## src/dppc_pkg.sv

```systemverilog
// Constants and types for downstream port power control
package dppc_pkg;

  // ----------------------------------------
  // Clock and timing
  // ----------------------------------------
  localparam int CLK_HZ = 20000000;
  localparam int VCONN_BLANK_US = 100;
  localparam int VCONN_BLANK_CYC = (VCONN_BLANK_US * (CLK_HZ / 1000000) > 0) ?
                                   VCONN_BLANK_US * (CLK_HZ / 1000000) : 1;
  localparam int DISCHARGE_MAX_MS = 50;
  localparam int DISCHARGE_MAX_CYC = DISCHARGE_MAX_MS * (CLK_HZ / 1000);
  localparam int BLANK_W = 12;
  localparam int DSC_W = 24;

  // ----------------------------------------
  // Register bus
  // ----------------------------------------
  localparam int ADDR_W = 8;
  localparam int DATA_W = 32;
  localparam logic [7:0] CTRL_OFF = 8'h00;
  localparam logic [7:0] TYPEC_OFF = 8'h04;
  localparam logic [7:0] STATUS_OFF = 8'h08;
  localparam logic [7:0] MASK_OFF = 8'h0c;
  localparam logic [7:0] LIVE_OFF = 8'h10;

  // ----------------------------------------
  // Field positions
  // ----------------------------------------
  localparam int NPORT = 4;
  localparam int CTRL_SPLIT_BIT = 4;
  localparam int CTRL_SS3_BIT = 5;
  localparam int TC_P2_BASE = 4;
  localparam int TC_CC1_BIT = 0;
  localparam int TC_CC2_BIT = 1;
  localparam int TC_DSC_BIT = 2;
  localparam int ST_W = 10;
  localparam int NSYNC = 10;

  // ----------------------------------------
  // Reset values
  // ----------------------------------------
  localparam logic [5:0] CTRL_RST = 6'h00;
  localparam logic [7:0] TYPEC_RST = 8'h00;
  localparam logic [9:0] STATUS_RST = 10'h000;
  localparam logic [9:0] MASK_RST = 10'h000;

  // ----------------------------------------
  // Discharge sequencer states
  // ----------------------------------------
  typedef enum logic [0:0] {
    DSC_IDLE = 1'b0,
    DSC_RUN = 1'b1
  } dppc_dsc_e;

endpackage

```

## src/dppc_sync.sv

```systemverilog
// Two flip-flop synchroniser for a vector of pin levels
module dppc_sync #(
  parameter int W = 1,
  parameter logic [W-1:0] RST_VAL = '0
) (
  // Clock and reset
  input wire logic clk,
  input wire logic rst_n,
  // Levels
  input wire logic [W-1:0] d_in,
  output logic [W-1:0] d_out
);

  logic [W-1:0] meta_reg;
  logic [W-1:0] sync_reg;

  always_ff @(posedge clk or negedge rst_n) begin
    if (!rst_n) begin
      meta_reg <= RST_VAL;
      sync_reg <= RST_VAL;
    end else begin
      meta_reg <= d_in;
      sync_reg <= meta_reg;
    end
  end

  assign d_out = sync_reg;

endmodule // dppc_sync

```

## src/dppc_typec.sv

```systemverilog
// VCONN and VBUS discharge control for one Type-C port
module dppc_typec #(
  parameter int DSC_MAX = dppc_pkg::DISCHARGE_MAX_CYC
) (
  // Clock and reset
  input wire logic clk,
  input wire logic rst_n,
  // Control
  input wire logic port_en,
  input wire logic cc1_req,
  input wire logic cc2_req,
  input wire logic dsc_start,
  // Synchronised sense
  input wire logic cc1_ok,
  input wire logic cc2_ok,
  input wire logic vbus_safe0,
  // Drives and events
  output logic vconn_cc1_en,
  output logic vconn_cc2_en,
  output logic discharge_en,
  output logic fault_cc1,
  output logic fault_cc2,
  output logic dsc_timeout
);

  localparam logic [dppc_pkg::BLANK_W-1:0] BLANK_LAST =
    dppc_pkg::BLANK_W'(dppc_pkg::VCONN_BLANK_CYC - 1);
  localparam logic [dppc_pkg::DSC_W-1:0] DSC_LAST = dppc_pkg::DSC_W'(DSC_MAX - 1);

  logic [1:0] trip_reg, trip_next;
  logic [dppc_pkg::BLANK_W-1:0] blank1_reg, blank1_next, blank2_reg, blank2_next;
  logic [dppc_pkg::DSC_W-1:0] dcnt_reg, dcnt_next;
  dppc_pkg::dppc_dsc_e dst_reg, dst_next;
  wire want1 = port_en & cc1_req & ~trip_reg[0];
  wire want2 = port_en & cc2_req & ~trip_reg[1];
  wire settled1 = (blank1_reg == BLANK_LAST);
  wire settled2 = (blank2_reg == BLANK_LAST);

  // Off at reset and for a disabled port
  assign vconn_cc1_en = want1;
  assign vconn_cc2_en = want2;
  // Fault: enabled, blanking over, line not above 3.0V
  assign fault_cc1 = want1 & settled1 & ~cc1_ok;
  assign fault_cc2 = want2 & settled2 & ~cc2_ok;
  // Tripped line stays off until its request is dropped
  assign trip_next = {(trip_reg[1] & cc2_req) | fault_cc2, (trip_reg[0] & cc1_req) | fault_cc1};
  assign blank1_next = !want1 ? '0 : (settled1 ? blank1_reg : blank1_reg + 1'b1);
  assign blank2_next = !want2 ? '0 : (settled2 ? blank2_reg : blank2_reg + 1'b1);

  // Discharge runs only from start until safe 0V, the time limit or port disable
  wire dsc_end = vbus_safe0 | (dcnt_reg == DSC_LAST) | ~port_en;
  assign dsc_timeout = (dst_reg == dppc_pkg::DSC_RUN) & (dcnt_reg == DSC_LAST) & ~vbus_safe0;
  assign discharge_en = (dst_reg == dppc_pkg::DSC_RUN) & port_en;

  always_comb begin
    dst_next = dst_reg;
    dcnt_next = dcnt_reg;
    case (dst_reg)
      dppc_pkg::DSC_IDLE: begin
        dcnt_next = '0;
        if (dsc_start && port_en && !vbus_safe0) begin
          dst_next = dppc_pkg::DSC_RUN;
        end
      end
      dppc_pkg::DSC_RUN: begin
        dcnt_next = dcnt_reg + 1'b1;
        if (dsc_end) begin
          dst_next = dppc_pkg::DSC_IDLE;
        end
      end
      default: dst_next = dppc_pkg::DSC_IDLE;
    endcase
  end

  always_ff @(posedge clk or negedge rst_n) begin
    if (!rst_n) begin
      trip_reg <= 2'h0;
      blank1_reg <= '0;
      blank2_reg <= '0;
      dcnt_reg <= '0;
      dst_reg <= dppc_pkg::DSC_IDLE;
    end else begin
      trip_reg <= trip_next;
      blank1_reg <= blank1_next;
      blank2_reg <= blank2_next;
      dcnt_reg <= dcnt_next;
      dst_reg <= dst_next;
    end
  end

endmodule // dppc_typec

```

## src/dppc_top.sv

```systemverilog
// Downstream port power control: power pins, VCONN, discharge, faults
// Behaviour
// - Port 1 CC1 VCONN enable active high
// - Port 1 CC2 VCONN enable active high
// - CC1 VCONN fault when not above 3.0V
// - CC2 VCONN fault when not above 3.0V
// - Port 1 discharge enable active high
// - Discharge only briefly, 5V down to 0V
// - Enabled port: power pin is pulled-up input
// - Enabled port: watch pin for low overcurrent
// - Disabled port: power pin driven low
// - Ports 1, 2, 4 pin governs whole port
// - Port 3 pin: USB 2.0 only in split
// - Split mode: separate port 3 superspeed enable
// - Port 2 has same VCONN and discharge
module dppc_top #(
  parameter int DISCHARGE_MAX = dppc_pkg::DISCHARGE_MAX_CYC
) (
  // Clock and reset
  input wire logic CORE_CLK,
  input wire logic RST_N,
  // Register port
  input wire logic [dppc_pkg::ADDR_W-1:0] ADDR,
  input wire logic [dppc_pkg::DATA_W-1:0] WDATA,
  input wire logic WR,
  input wire logic RD,
  output logic [dppc_pkg::DATA_W-1:0] RDATA,
  // Interrupt
  output logic IRQ,
  // Port power / overcurrent pins
  input wire logic PORT1_POWER_OC_PIN_I,
  output logic PORT1_POWER_OC_PIN_O,
  output logic PORT1_POWER_OC_PIN_OE,
  output logic PORT1_POWER_OC_PIN_PU,
  input wire logic PORT2_POWER_OC_PIN_I,
  output logic PORT2_POWER_OC_PIN_O,
  output logic PORT2_POWER_OC_PIN_OE,
  output logic PORT2_POWER_OC_PIN_PU,
  input wire logic PORT3_POWER_OC_PIN_I,
  output logic PORT3_POWER_OC_PIN_O,
  output logic PORT3_POWER_OC_PIN_OE,
  output logic PORT3_POWER_OC_PIN_PU,
  input wire logic PORT4_POWER_OC_PIN_I,
  output logic PORT4_POWER_OC_PIN_O,
  output logic PORT4_POWER_OC_PIN_OE,
  output logic PORT4_POWER_OC_PIN_PU,
  // Port 3 superspeed power enable
  output logic PORT3_SUPERSPEED_POWER_EN,
  // Type-C sense
  input wire logic PORT1_CC1_ABOVE_3V0,
  input wire logic PORT1_CC2_ABOVE_3V0,
  input wire logic PORT2_CC1_ABOVE_3V0,
  input wire logic PORT2_CC2_ABOVE_3V0,
  input wire logic PORT1_VBUS_SAFE0,
  input wire logic PORT2_VBUS_SAFE0,
  // Type-C drives
  output logic PORT1_VCONN_CC1_EN,
  output logic PORT1_VCONN_CC2_EN,
  output logic PORT1_VBUS_DISCHARGE_EN,
  output logic PORT2_VCONN_CC1_EN,
  output logic PORT2_VCONN_CC2_EN,
  output logic PORT2_VBUS_DISCHARGE_EN
);

  // ----------------------------------------
  // Address decode
  // ----------------------------------------
  function automatic logic hit(input logic [dppc_pkg::ADDR_W-1:0] a,
                               input logic [7:0] off);
    hit = (a == off);
  endfunction

  wire wr_ctrl = WR & hit(ADDR, dppc_pkg::CTRL_OFF);
  wire wr_typec = WR & hit(ADDR, dppc_pkg::TYPEC_OFF);
  wire wr_status = WR & hit(ADDR, dppc_pkg::STATUS_OFF);
  wire wr_mask = WR & hit(ADDR, dppc_pkg::MASK_OFF);
  wire rd_ctrl = hit(ADDR, dppc_pkg::CTRL_OFF);
  wire rd_typec = hit(ADDR, dppc_pkg::TYPEC_OFF);
  wire rd_status = hit(ADDR, dppc_pkg::STATUS_OFF);
  wire rd_mask = hit(ADDR, dppc_pkg::MASK_OFF);
  wire rd_live = hit(ADDR, dppc_pkg::LIVE_OFF);

  // ----------------------------------------
  // Software registers
  // ----------------------------------------
  logic [5:0] ctrl_reg;
  logic [5:0] ctrl_next;
  logic [7:0] typec_reg;
  logic [7:0] typec_next;
  logic [dppc_pkg::ST_W-1:0] status_reg;
  logic [dppc_pkg::ST_W-1:0] status_next;
  logic [dppc_pkg::ST_W-1:0] mask_reg;
  logic [dppc_pkg::ST_W-1:0] mask_next;
  logic [dppc_pkg::DATA_W-1:0] rdata_reg;
  logic [dppc_pkg::DATA_W-1:0] rdata_next;

  // Discharge start bits are pulses and are not stored
  assign ctrl_next = wr_ctrl ? WDATA[5:0] : ctrl_reg;
  assign typec_next = wr_typec ? (WDATA[7:0] & 8'h33) : typec_reg;
  assign mask_next = wr_mask ? WDATA[dppc_pkg::ST_W-1:0] : mask_reg;

  wire [dppc_pkg::NPORT-1:0] port_en = ctrl_reg[dppc_pkg::NPORT-1:0];
  wire split_mode = ctrl_reg[dppc_pkg::CTRL_SPLIT_BIT];
  wire port3_ss_req = ctrl_reg[dppc_pkg::CTRL_SS3_BIT];
  wire p1_dsc_start = wr_typec & WDATA[dppc_pkg::TC_DSC_BIT];
  wire p2_dsc_start = wr_typec & WDATA[dppc_pkg::TC_P2_BASE + dppc_pkg::TC_DSC_BIT];

  // ----------------------------------------
  // Input synchronisation
  // ----------------------------------------
  logic [dppc_pkg::NSYNC-1:0] sync_out;
  wire [dppc_pkg::NSYNC-1:0] sync_in = {
    PORT2_VBUS_SAFE0, PORT1_VBUS_SAFE0,
    PORT2_CC2_ABOVE_3V0, PORT2_CC1_ABOVE_3V0,
    PORT1_CC2_ABOVE_3V0, PORT1_CC1_ABOVE_3V0,
    PORT4_POWER_OC_PIN_I, PORT3_POWER_OC_PIN_I,
    PORT2_POWER_OC_PIN_I, PORT1_POWER_OC_PIN_I
  };

  dppc_sync #(
    .W(dppc_pkg::NSYNC),
    .RST_VAL(10'h00f)
  ) u_sync (
    .clk(CORE_CLK),
    .rst_n(RST_N),
    .d_in(sync_in),
    .d_out(sync_out)
  );

  wire [dppc_pkg::NPORT-1:0] pin_level = sync_out[3:0];
  wire [3:0] cc_ok = sync_out[7:4];
  wire [1:0] safe0 = sync_out[9:8];

  // ----------------------------------------
  // Power pins
  // ----------------------------------------
  // Enabled: released, pulled up; disabled: driven low
  wire [dppc_pkg::NPORT-1:0] pin_oe = ~port_en;
  wire [dppc_pkg::NPORT-1:0] pin_pu = port_en;
  // One pin powers the whole port for 1, 2 and 4, and port 3 outside split
  assign PORT1_POWER_OC_PIN_O = 1'b0;
  assign PORT2_POWER_OC_PIN_O = 1'b0;
  assign PORT3_POWER_OC_PIN_O = 1'b0;
  assign PORT4_POWER_OC_PIN_O = 1'b0;
  assign PORT1_POWER_OC_PIN_OE = pin_oe[0];
  assign PORT2_POWER_OC_PIN_OE = pin_oe[1];
  assign PORT3_POWER_OC_PIN_OE = pin_oe[2];
  assign PORT4_POWER_OC_PIN_OE = pin_oe[3];
  assign PORT1_POWER_OC_PIN_PU = pin_pu[0];
  assign PORT2_POWER_OC_PIN_PU = pin_pu[1];
  assign PORT3_POWER_OC_PIN_PU = pin_pu[2];
  assign PORT4_POWER_OC_PIN_PU = pin_pu[3];

  // ----------------------------------------
  // Port 3 superspeed enable
  // ----------------------------------------
  // Split mode: separate superspeed enable for port 3
  logic ss3_reg;
  wire ss3_next = split_mode & port_en[2] & port3_ss_req;
  // Gated so it drops together with the port 3 pin
  assign PORT3_SUPERSPEED_POWER_EN = ss3_reg & port_en[2];

  // ----------------------------------------
  // Overcurrent
  // ----------------------------------------
  // Synchronised level lags a newly released pin by two edges
  logic [dppc_pkg::NPORT-1:0] en_d1_reg;
  logic [dppc_pkg::NPORT-1:0] en_d2_reg;
  wire [dppc_pkg::NPORT-1:0] en_d1_next = port_en;
  wire [dppc_pkg::NPORT-1:0] en_d2_next = en_d1_reg;
  // Low level on a released pin, once its level has settled
  wire [dppc_pkg::NPORT-1:0] oc_event = port_en & en_d2_reg & ~pin_level;

  // ----------------------------------------
  // Type-C ports
  // ----------------------------------------
  logic p1_fault1;
  logic p1_fault2;
  logic p1_tmo;
  logic p1_dsc;
  logic p2_fault1;
  logic p2_fault2;
  logic p2_tmo;
  logic p2_dsc;
  logic p1_v1;
  logic p1_v2;
  logic p2_v1;
  logic p2_v2;

  dppc_typec #(
    .DSC_MAX(DISCHARGE_MAX)
  ) u_port1 (
    .clk(CORE_CLK),
    .rst_n(RST_N),
    .port_en(port_en[0]),
    .cc1_req(typec_reg[dppc_pkg::TC_CC1_BIT]),
    .cc2_req(typec_reg[dppc_pkg::TC_CC2_BIT]),
    .dsc_start(p1_dsc_start),
    .cc1_ok(cc_ok[0]),
    .cc2_ok(cc_ok[1]),
    .vbus_safe0(safe0[0]),
    .vconn_cc1_en(p1_v1),
    .vconn_cc2_en(p1_v2),
    .discharge_en(p1_dsc),
    .fault_cc1(p1_fault1),
    .fault_cc2(p1_fault2),
    .dsc_timeout(p1_tmo)
  );

  dppc_typec #(
    .DSC_MAX(DISCHARGE_MAX)
  ) u_port2 (
    .clk(CORE_CLK),
    .rst_n(RST_N),
    .port_en(port_en[1]),
    .cc1_req(typec_reg[dppc_pkg::TC_P2_BASE + dppc_pkg::TC_CC1_BIT]),
    .cc2_req(typec_reg[dppc_pkg::TC_P2_BASE + dppc_pkg::TC_CC2_BIT]),
    .dsc_start(p2_dsc_start),
    .cc1_ok(cc_ok[2]),
    .cc2_ok(cc_ok[3]),
    .vbus_safe0(safe0[1]),
    .vconn_cc1_en(p2_v1),
    .vconn_cc2_en(p2_v2),
    .discharge_en(p2_dsc),
    .fault_cc1(p2_fault1),
    .fault_cc2(p2_fault2),
    .dsc_timeout(p2_tmo)
  );

  // ----------------------------------------
  // Type-C pin drives
  // ----------------------------------------
  assign PORT1_VCONN_CC1_EN = p1_v1;
  assign PORT1_VCONN_CC2_EN = p1_v2;
  assign PORT1_VBUS_DISCHARGE_EN = p1_dsc;
  assign PORT2_VCONN_CC1_EN = p2_v1;
  assign PORT2_VCONN_CC2_EN = p2_v2;
  assign PORT2_VBUS_DISCHARGE_EN = p2_dsc;

  // ----------------------------------------
  // Status, mask and interrupt
  // ----------------------------------------
  // Event bits, in status register order
  wire [dppc_pkg::ST_W-1:0] st_set = {
    p2_tmo, p1_tmo,
    p2_fault2, p2_fault1,
    p1_fault2, p1_fault1,
    oc_event
  };
  wire [dppc_pkg::ST_W-1:0] st_clr = wr_status ? WDATA[dppc_pkg::ST_W-1:0] : '0;
  // Set wins over a same-cycle clear
  assign status_next = (status_reg & ~st_clr) | st_set;

  // ----------------------------------------
  // Interrupt
  // ----------------------------------------
  assign IRQ = |(status_reg & mask_reg);

  // ----------------------------------------
  // Read data
  // ----------------------------------------
  wire [dppc_pkg::DATA_W-1:0] live_word = {
    16'h0000,
    p2_v2, p2_v1, p1_v2, p1_v1,
    p2_dsc, p1_dsc, safe0,
    cc_ok, pin_level
  };
  // Discharge activity reads back in place of the start bits
  wire [dppc_pkg::DATA_W-1:0] typec_word = {
    24'h000000,
    1'b0, p2_dsc, typec_reg[5:4],
    1'b0, p1_dsc, typec_reg[1:0]
  };
  wire [dppc_pkg::DATA_W-1:0] rd_mux =
    rd_ctrl ? {26'h0000000, ctrl_reg} :
    rd_typec ? typec_word :
    rd_status ? {22'h000000, status_reg} :
    rd_mask ? {22'h000000, mask_reg} :
    rd_live ? live_word :
    32'h00000000;
  // Data stand only in the cycle after the strobe
  assign rdata_next = RD ? rd_mux : 32'h00000000;
  assign RDATA = rdata_reg;

  // ----------------------------------------
  // Control registers
  // ----------------------------------------
  always_ff @(posedge CORE_CLK or negedge RST_N) begin
    if (!RST_N) begin
      ctrl_reg <= dppc_pkg::CTRL_RST;
      typec_reg <= dppc_pkg::TYPEC_RST;
    end else begin
      ctrl_reg <= ctrl_next;
      typec_reg <= typec_next;
    end
  end

  // ----------------------------------------
  // Status and mask registers
  // ----------------------------------------
  always_ff @(posedge CORE_CLK or negedge RST_N) begin
    if (!RST_N) begin
      status_reg <= dppc_pkg::STATUS_RST;
      mask_reg <= dppc_pkg::MASK_RST;
    end else begin
      status_reg <= status_next;
      mask_reg <= mask_next;
    end
  end

  // ----------------------------------------
  // Read data register
  // ----------------------------------------
  always_ff @(posedge CORE_CLK or negedge RST_N) begin
    if (!RST_N) begin
      rdata_reg <= 32'h00000000;
    end else begin
      rdata_reg <= rdata_next;
    end
  end

  // ----------------------------------------
  // Superspeed enable register
  // ----------------------------------------
  always_ff @(posedge CORE_CLK or negedge RST_N) begin
    if (!RST_N) begin
      ss3_reg <= 1'b0;
    end else begin
      ss3_reg <= ss3_next;
    end
  end

  // ----------------------------------------
  // Port enable history
  // ----------------------------------------
  always_ff @(posedge CORE_CLK or negedge RST_N) begin
    if (!RST_N) begin
      en_d1_reg <= '0;
      en_d2_reg <= '0;
    end else begin
      en_d1_reg <= en_d1_next;
      en_d2_reg <= en_d2_next;
    end
  end

endmodule // dppc_top

```

## config.mk

```make
export PLATFORM = sky130hd
export DESIGN_NAME = dppc_top
export DESIGN_NICKNAME = d
export VERILOG_FILES = /design/src/dppc_pkg.sv /design/src/dppc_sync.sv /design/src/dppc_typec.sv /design/src/dppc_top.sv
export SDC_FILE = /design/constraint.sdc
export NUM_CORES = 1
export LEC_CHECK = 0
export BUFFER_PORTS_ARGS = -buffer_cell sky130_fd_sc_hd__buf_2
export CAP_MARGIN = 20
export CORE_MARGIN = 3
export CORE_UTILIZATION = 40
export DETAILED_ROUTE_END_ITERATION = 8
export SLEW_MARGIN = 15
export SYNTH_ARGS = -nofsm -noshare
export SYNTH_HDL_FRONTEND = slang
export SYNTH_SLANG_ARGS = --single-unit
```

## constraint.sdc

```tcl
create_clock -name CORE_CLK -period 4.1 [get_ports CORE_CLK]
set_clock_uncertainty 0.15 [all_clocks]
set_input_delay 0.41 -clock CORE_CLK [delete_from_list [all_inputs] [get_ports CORE_CLK]]
set_output_delay 0.41 -clock CORE_CLK [all_outputs]
set_load 0.01 [all_outputs]
```

Word level (Yosys, flattened, before mapping) --
Cells that the tools add are included. Widths: inputs -> output; s select.
Storage, ports and cells: flip-flop bits (word level) 177, output and inout port bits 52, word-level logic and storage cells 136
Operators by class: add/subtract/negate cells 6, equality and inequality tests 14, multiplexer cells 23, bitwise gates (word level) 65, reduce and logical (&&, ||, !) cells 8
Operator list (number):
- $mux 12 | 8
- $mux 16 | 6
- $pmux 24 s2 | 2
- $add 12x1->12 const B | 4
- $add 24x1->24 const B | 2
- $eq 12x11->1 const B | 4
- $eq 24x20->1 const B | 2
- $and 1x1->1 | 35
- $and 10x10->10 | 2
- $eq 8x4->1 const B | 2
- $not 1->1 | 14
- $mux 10 | 1
- $not 10->10 | 1
- $or 10x10->10 | 1
- $reduce_or 10->1 | 1
- $and 4x4->4 | 2
- $eq 8x3->1 const B | 1
- $eq 8x5->1 const B | 1
- $logic_not 8->1 | 1
- $ne 2x2->1 const B | 4
- $not 4->4 | 2
- $or 1x1->1 | 8
- $logic_and 1x1->1 | 4
- $mux 1 | 4
- other kinds (2) | 4

Longest topological paths before layout --
depth after elaboration 8, depth in mapped cells 6

Cells and area by module --
A second synthesis with hierarchy kept.
Second synthesis, totals: cell total of the unflattened synthesis 830, area total of the unflattened synthesis 8508.2 um^2
By module, submodules not included:
- dppc_typec | instances 2, cells an instance 280, area an instance 2598.7 um^2
- dppc_top | instances 1, cells an instance 250, area an instance 2800.2 um^2
- dppc_sync | instances 1, cells an instance 20, area an instance 510.5 um^2

Worst setup path after synthesis --
No wires, ideal clock.
path kind input to register, from input ADDR[5] in the netlist's numbering, to register mask_reg[0] in the netlist's numbering, library setup time 0.125 ns, data arrival time 1.794 ns, data required time 3.825 ns, slack 2.031 ns, cell stages on the path 5, buffers on the path 1, cells stage by stage or4b_1 > nor2_1 > and3_1 > buf_4 > mux2_2
On the way: longest elaborated chain between the ends 2
RTL lines:
- start: declaration | line dppc_top.sv:23 | input wire logic [dppc_pkg::ADDR_W-1:0] ADDR,
- $eq 8x4->1 | line dppc_top.sv:70 | hit = (a == off);
- $and 1x1->1 | line dppc_top.sv:76 | wire wr_mask = WR & hit(ADDR, dppc_pkg::MASK_OFF);
- end signal: assignment | line dppc_top.sv:304 | mask_reg <= dppc_pkg::MASK_RST;
- end signal: assignment | line dppc_top.sv:307 | mask_reg <= mask_next;
- end: declaration | line dppc_top.sv:92 | logic [dppc_pkg::ST_W-1:0] mask_reg;
Every way passes these cells. A chain may end at the register's enable or synchronous reset.

Final worst setup path --
from register ctrl_reg[1], to output PORT2_VCONN_CC2_EN
On the way: longest elaborated chain between the ends 2
RTL lines:
- start: declaration | line dppc_top.sv:86 | logic [5:0] ctrl_reg;
- start signal: assignment | line dppc_top.sv:290 | ctrl_reg <= dppc_pkg::CTRL_RST;
- start signal: assignment | line dppc_top.sv:293 | ctrl_reg <= ctrl_next;
- $and 1x1->1 (2 in a row) | line dppc_typec.sv:35 | wire want2 = port_en & cc2_req & ~trip_reg[1];
- end: declaration | line dppc_top.sv:61 | output logic PORT2_VCONN_CC2_EN,
Every way passes these cells.

==> metrics.txt <==
status finished, final reports clean; Initial Util 41.2%; Filler cells ~1800; Clock Sinks 177; Clock Tree Root clkbuf_16; CTS Buf Count 17; mux contribution to synthesized area approximately 4.5%; Final min period about 2.8 ns; main combinational cell family by area after synthesis simple AND/OR/NAND/NOR gates; crit path DAT 2.25 ns; total power 3.57 mW; total gr overflow 0; FP Rows 51; Die Wd 148 um; # Post-CTS Setup Buffers 0; Die Y about 150 um; vias in the first global route 5664; CORE AREA roughly 20000 um^2; Peak Freq 356 MHz; Setup-failing EPs final 0; Clock Latency Late Sink between 0.4 and 0.5 ns; Avg Inst Size Synth between 10 and 15 um^2; worst r2r path cells 5; Critical-path top delay cell or3_1; HP Start WDATA[9]; ant diodes 0; Synth async-reset ratio 100%; post-synthesis adder-cell area fraction less than 1%; Detail Route Antenna Nets 0; vias about 6000; Required @ worst endpoint between 3 and 4 ns; Post-Route WL approximately 18000 um; Fin. Hold Viols 0; largest net degree at the start of global routing 105; delay of the slowest cell on the worst path 0.63 ns; number of remaining DRC errors 0; worst vdd ir ~280 uV; LEAKAGE 4.01 nW; post-synthesis simple-gate area fraction 21.4%; reg2reg end u_port2.dcnt_reg[22]$_DFF_PN0_; Startpoint Class register; fin crit share 68.4%; CP max FO 12; worst path cell trace inv_1, or3_1, inv_1, buf_2; sequential area share after synthesis 54.7%; Post-Synth XOR/XNOR Area 4.85%; routed vias/inst 5.28; first-pass GRT wire length just under 30000 um; deepest clock path buffer count 2; Main synth FF type dfrtp_1; Top Ports 106; synth unique cells 59; CTS tree done; count of input and output buffers 63; Crit Path Class reg2out; Reg2Reg Setup Slack 1.90 ns; Compound-Gate Fraction of Synth Area 8.94%; Slew headroom 38.3%; DP Cell Count 1084; WL/cell 15.9 um; hold depth 2; final slew viol count 0; CP dominant cell by count inv_1; endpoint class of the critical path output port; RSZ-0062 raised after global routing false; CTS clk-pin slew, worst paths 0.07 ns; Post-Syn Instances a little under 800; initial antenna violation count 0; die area 22000 um^2; mapped cell area between 8000 and 9000 um^2; post-route setup TNS 0 ns; H-tree Lvls 4; worst hold endpoint mask_reg[9]$_DFFE_PN0P_; detailed placement HPWL 12300 um; power density over the cells 383 nW/um^2; non-filler cells, final 1127; ratio of cells with drive above 1 in the final layout roughly 16%; count of warnings emitted by yosys 0; Hold/Removal Path Class in2reg; Least-Margin Pin Slew 0.926 ns; Yosys reg bits about 180; max-cap violations 0; Starting DRT DRC Count 366; Reg-to-Reg Start u_port2.dcnt_reg[0]$_DFF_PN0_; Area growth syn-to-layout 14.9%; final-stage net count ~900; GPL Wtd Cong about 0.8; EDFF count, synth 0; Tot GR Track Use 16.8%; Pre-Repair DR Iteration Count 5
-- what timing repair did --
item / 4_1_cts / 5_1_grt
endpoints found under the setup margin: 0 / 0
hold endpoints to repair: 95 / 0
resized for setup: 0 / 0
hold buffers: 11 / 0
-- metal layers --
layer  global-route usage [%]  routed length [um]  vias to the layer above
li1                         -                   -                     2887
met5                        0                   0                        -
met1                     24.4                8750                     2906
met3                     4.08                 890                       16
met2                     25.2                8060                      143
met4                     4.76                 265                        0
-- Yosys cell counts (2+ instances only) --
| cell type | count | area share (%) |
|---|---|---|
| dfrtp_1 | 169 | 52 |
| nor2_1 | 82 | 3.8 |
| nand2_1 | 58 | 2.7 |
| nand4_1 | 35 | 2.7 |
| a21oi_1 | 34 | 2.1 |
| inv_1 | 31 | 1.4 |
| nand3_1 | 31 | 1.9 |
| nor3_1 | 29 | 1.8 |
| xnor2_1 | 28 | 3.0 |
| or3_1 | 24 | 1.8 |
| buf_4 | 22 | 2.0 |
| mux2_2 | 21 | 2.9 |
| o21ai_0 | 21 | 1.3 |
| clkbuf_1 | 18 | 0.83 |
| xor2_1 | 17 | 1.8 |
| mux2i_1 | 13 | 1.6 |
| o31ai_1 | 11 | 1.0 |
| nor4_1 | 10 | 0.77 |
| or4_1 | 10 | 0.92 |
| a32o_1 | 8 | 0.99 |
| and4_1 | 8 | 0.86 |
| dfstp_2 | 8 | 2.6 |
| nand2b_1 | 8 | 0.62 |
| a31oi_1 | 6 | 0.46 |
| and3_1 | 6 | 0.46 |
| ha_1 | 6 | 0.92 |
| a221oi_1 | 5 | 0.54 |
| a22oi_1 | 5 | 0.46 |
| nor4b_1 | 5 | 0.54 |
| and2_1 | 4 | 0.31 |
| buf_2 | 4 | 0.25 |
| nor2b_1 | 4 | 0.31 |
| a21o_1 | 3 | 0.28 |
| a22o_1 | 3 | 0.32 |
| a2bb2oi_1 | 3 | 0.32 |
| o22ai_1 | 3 | 0.23 |
| a211oi_1 | 2 | 0.18 |
| o21a_1 | 2 | 0.18 |
| or2_2 | 2 | 0.15 |
-- worst max-delay path by stage --
stage                                        from                 endpoint  slack [ns]  depth (start not counted)
final                     ctrl_reg[1]$_DFFE_PN0P_       PORT2_VCONN_CC2_EN        1.29                          4
after global routing      ctrl_reg[1]$_DFFE_PN0P_       PORT2_VCONN_CC2_EN        1.16                          4
after CTS                 ctrl_reg[1]$_DFFE_PN0P_       PORT2_VCONN_CC2_EN        1.24                          4
after detailed placement                  ADDR[4]  mask_reg[0]$_DFFE_PN0P_        1.46                          5
after global placement                    ADDR[4]      RDATA[11]$_DFF_PN0_        1.47                          4
after floorplan                           ADDR[5]  mask_reg[0]$_DFFE_PN0P_        2.03                          5
-- power breakdown --
group / internal, mW / switching (mW)
Combinational: 0.0448 / 0.0856
Sequential: 1.77 / 0.0194
Clock: 0.886 / 0.764
-- logic make-up after synthesis --
logic type               after synthesis
AND/OR/NAND/NOR                      328
flip-flops                           177
AO/OA/AOI/OAI                        111
buffers and inverters                 77
XOR/XNOR                              45
multiplexers                          34
adder cells (fa/ha/maj)                6
other                                  1
-- stage by stage --
stage          area (um^2)  hold slack [ns]  utilization [%]  setup slack, ns
6_report              9330           0.0785             47.3             1.29
4_1_cts               9330           0.0619             47.3             1.24
2_1_floorplan         8190          -0.0356                -             2.03
3_3_place_gp          8610            0.182             43.7             1.47
3_5_place_dp          8610            0.185             43.7             1.46
5_1_grt               9330           0.0683             47.3             1.16
-- area by class of cell --
| class | instances | area, um^2 | share of cell area (%) |
|---|---|---|---|
| clock buffers | 18 | 439 | 4.71 |
| clock inverters | 14 | 169 | 1.81 |
| inverters | 31 | 116 | 1.25 |
| multi-input cells | 544 | 3380 | 36.2 |
| flip-flops and latches | 177 | 4440 | 47.6 |
| well taps | 265 | 332 | 3.55 |
| repair buffers | 78 | 462 | 4.95 |
-- cell usage in the layout (no fill, tap or decap), types with 6 or more instances in the layout --
master         instances
dfrtp_1              169
nor2_1                82
buf_2                 62
nand2_1               58
nand4_1               35
a21oi_1               34
inv_1                 31
nand3_1               31
nor3_1                29
xnor2_1               28
or3_1                 24
o21ai_0               21
mux2_2                21
conb_1                20
xor2_1                17
clkbuf_16             17
mux2i_1               13
o31ai_1               11
dlygate4sd3_1         11
nor4_1                10
or4_1                 10
nand2b_1               8
a32o_1                 8
and4_1                 8
dfstp_2                8
and3_1                 6
a31oi_1                6
ha_1                   6
-- worst max-delay path: cells and delay by family, from the launching register on --
family	cells	cell delay [ns]
simple gates	1	0.63
buf+inv	3	0.64
flops	1	0.54
(Power assumes the default switching activity.)
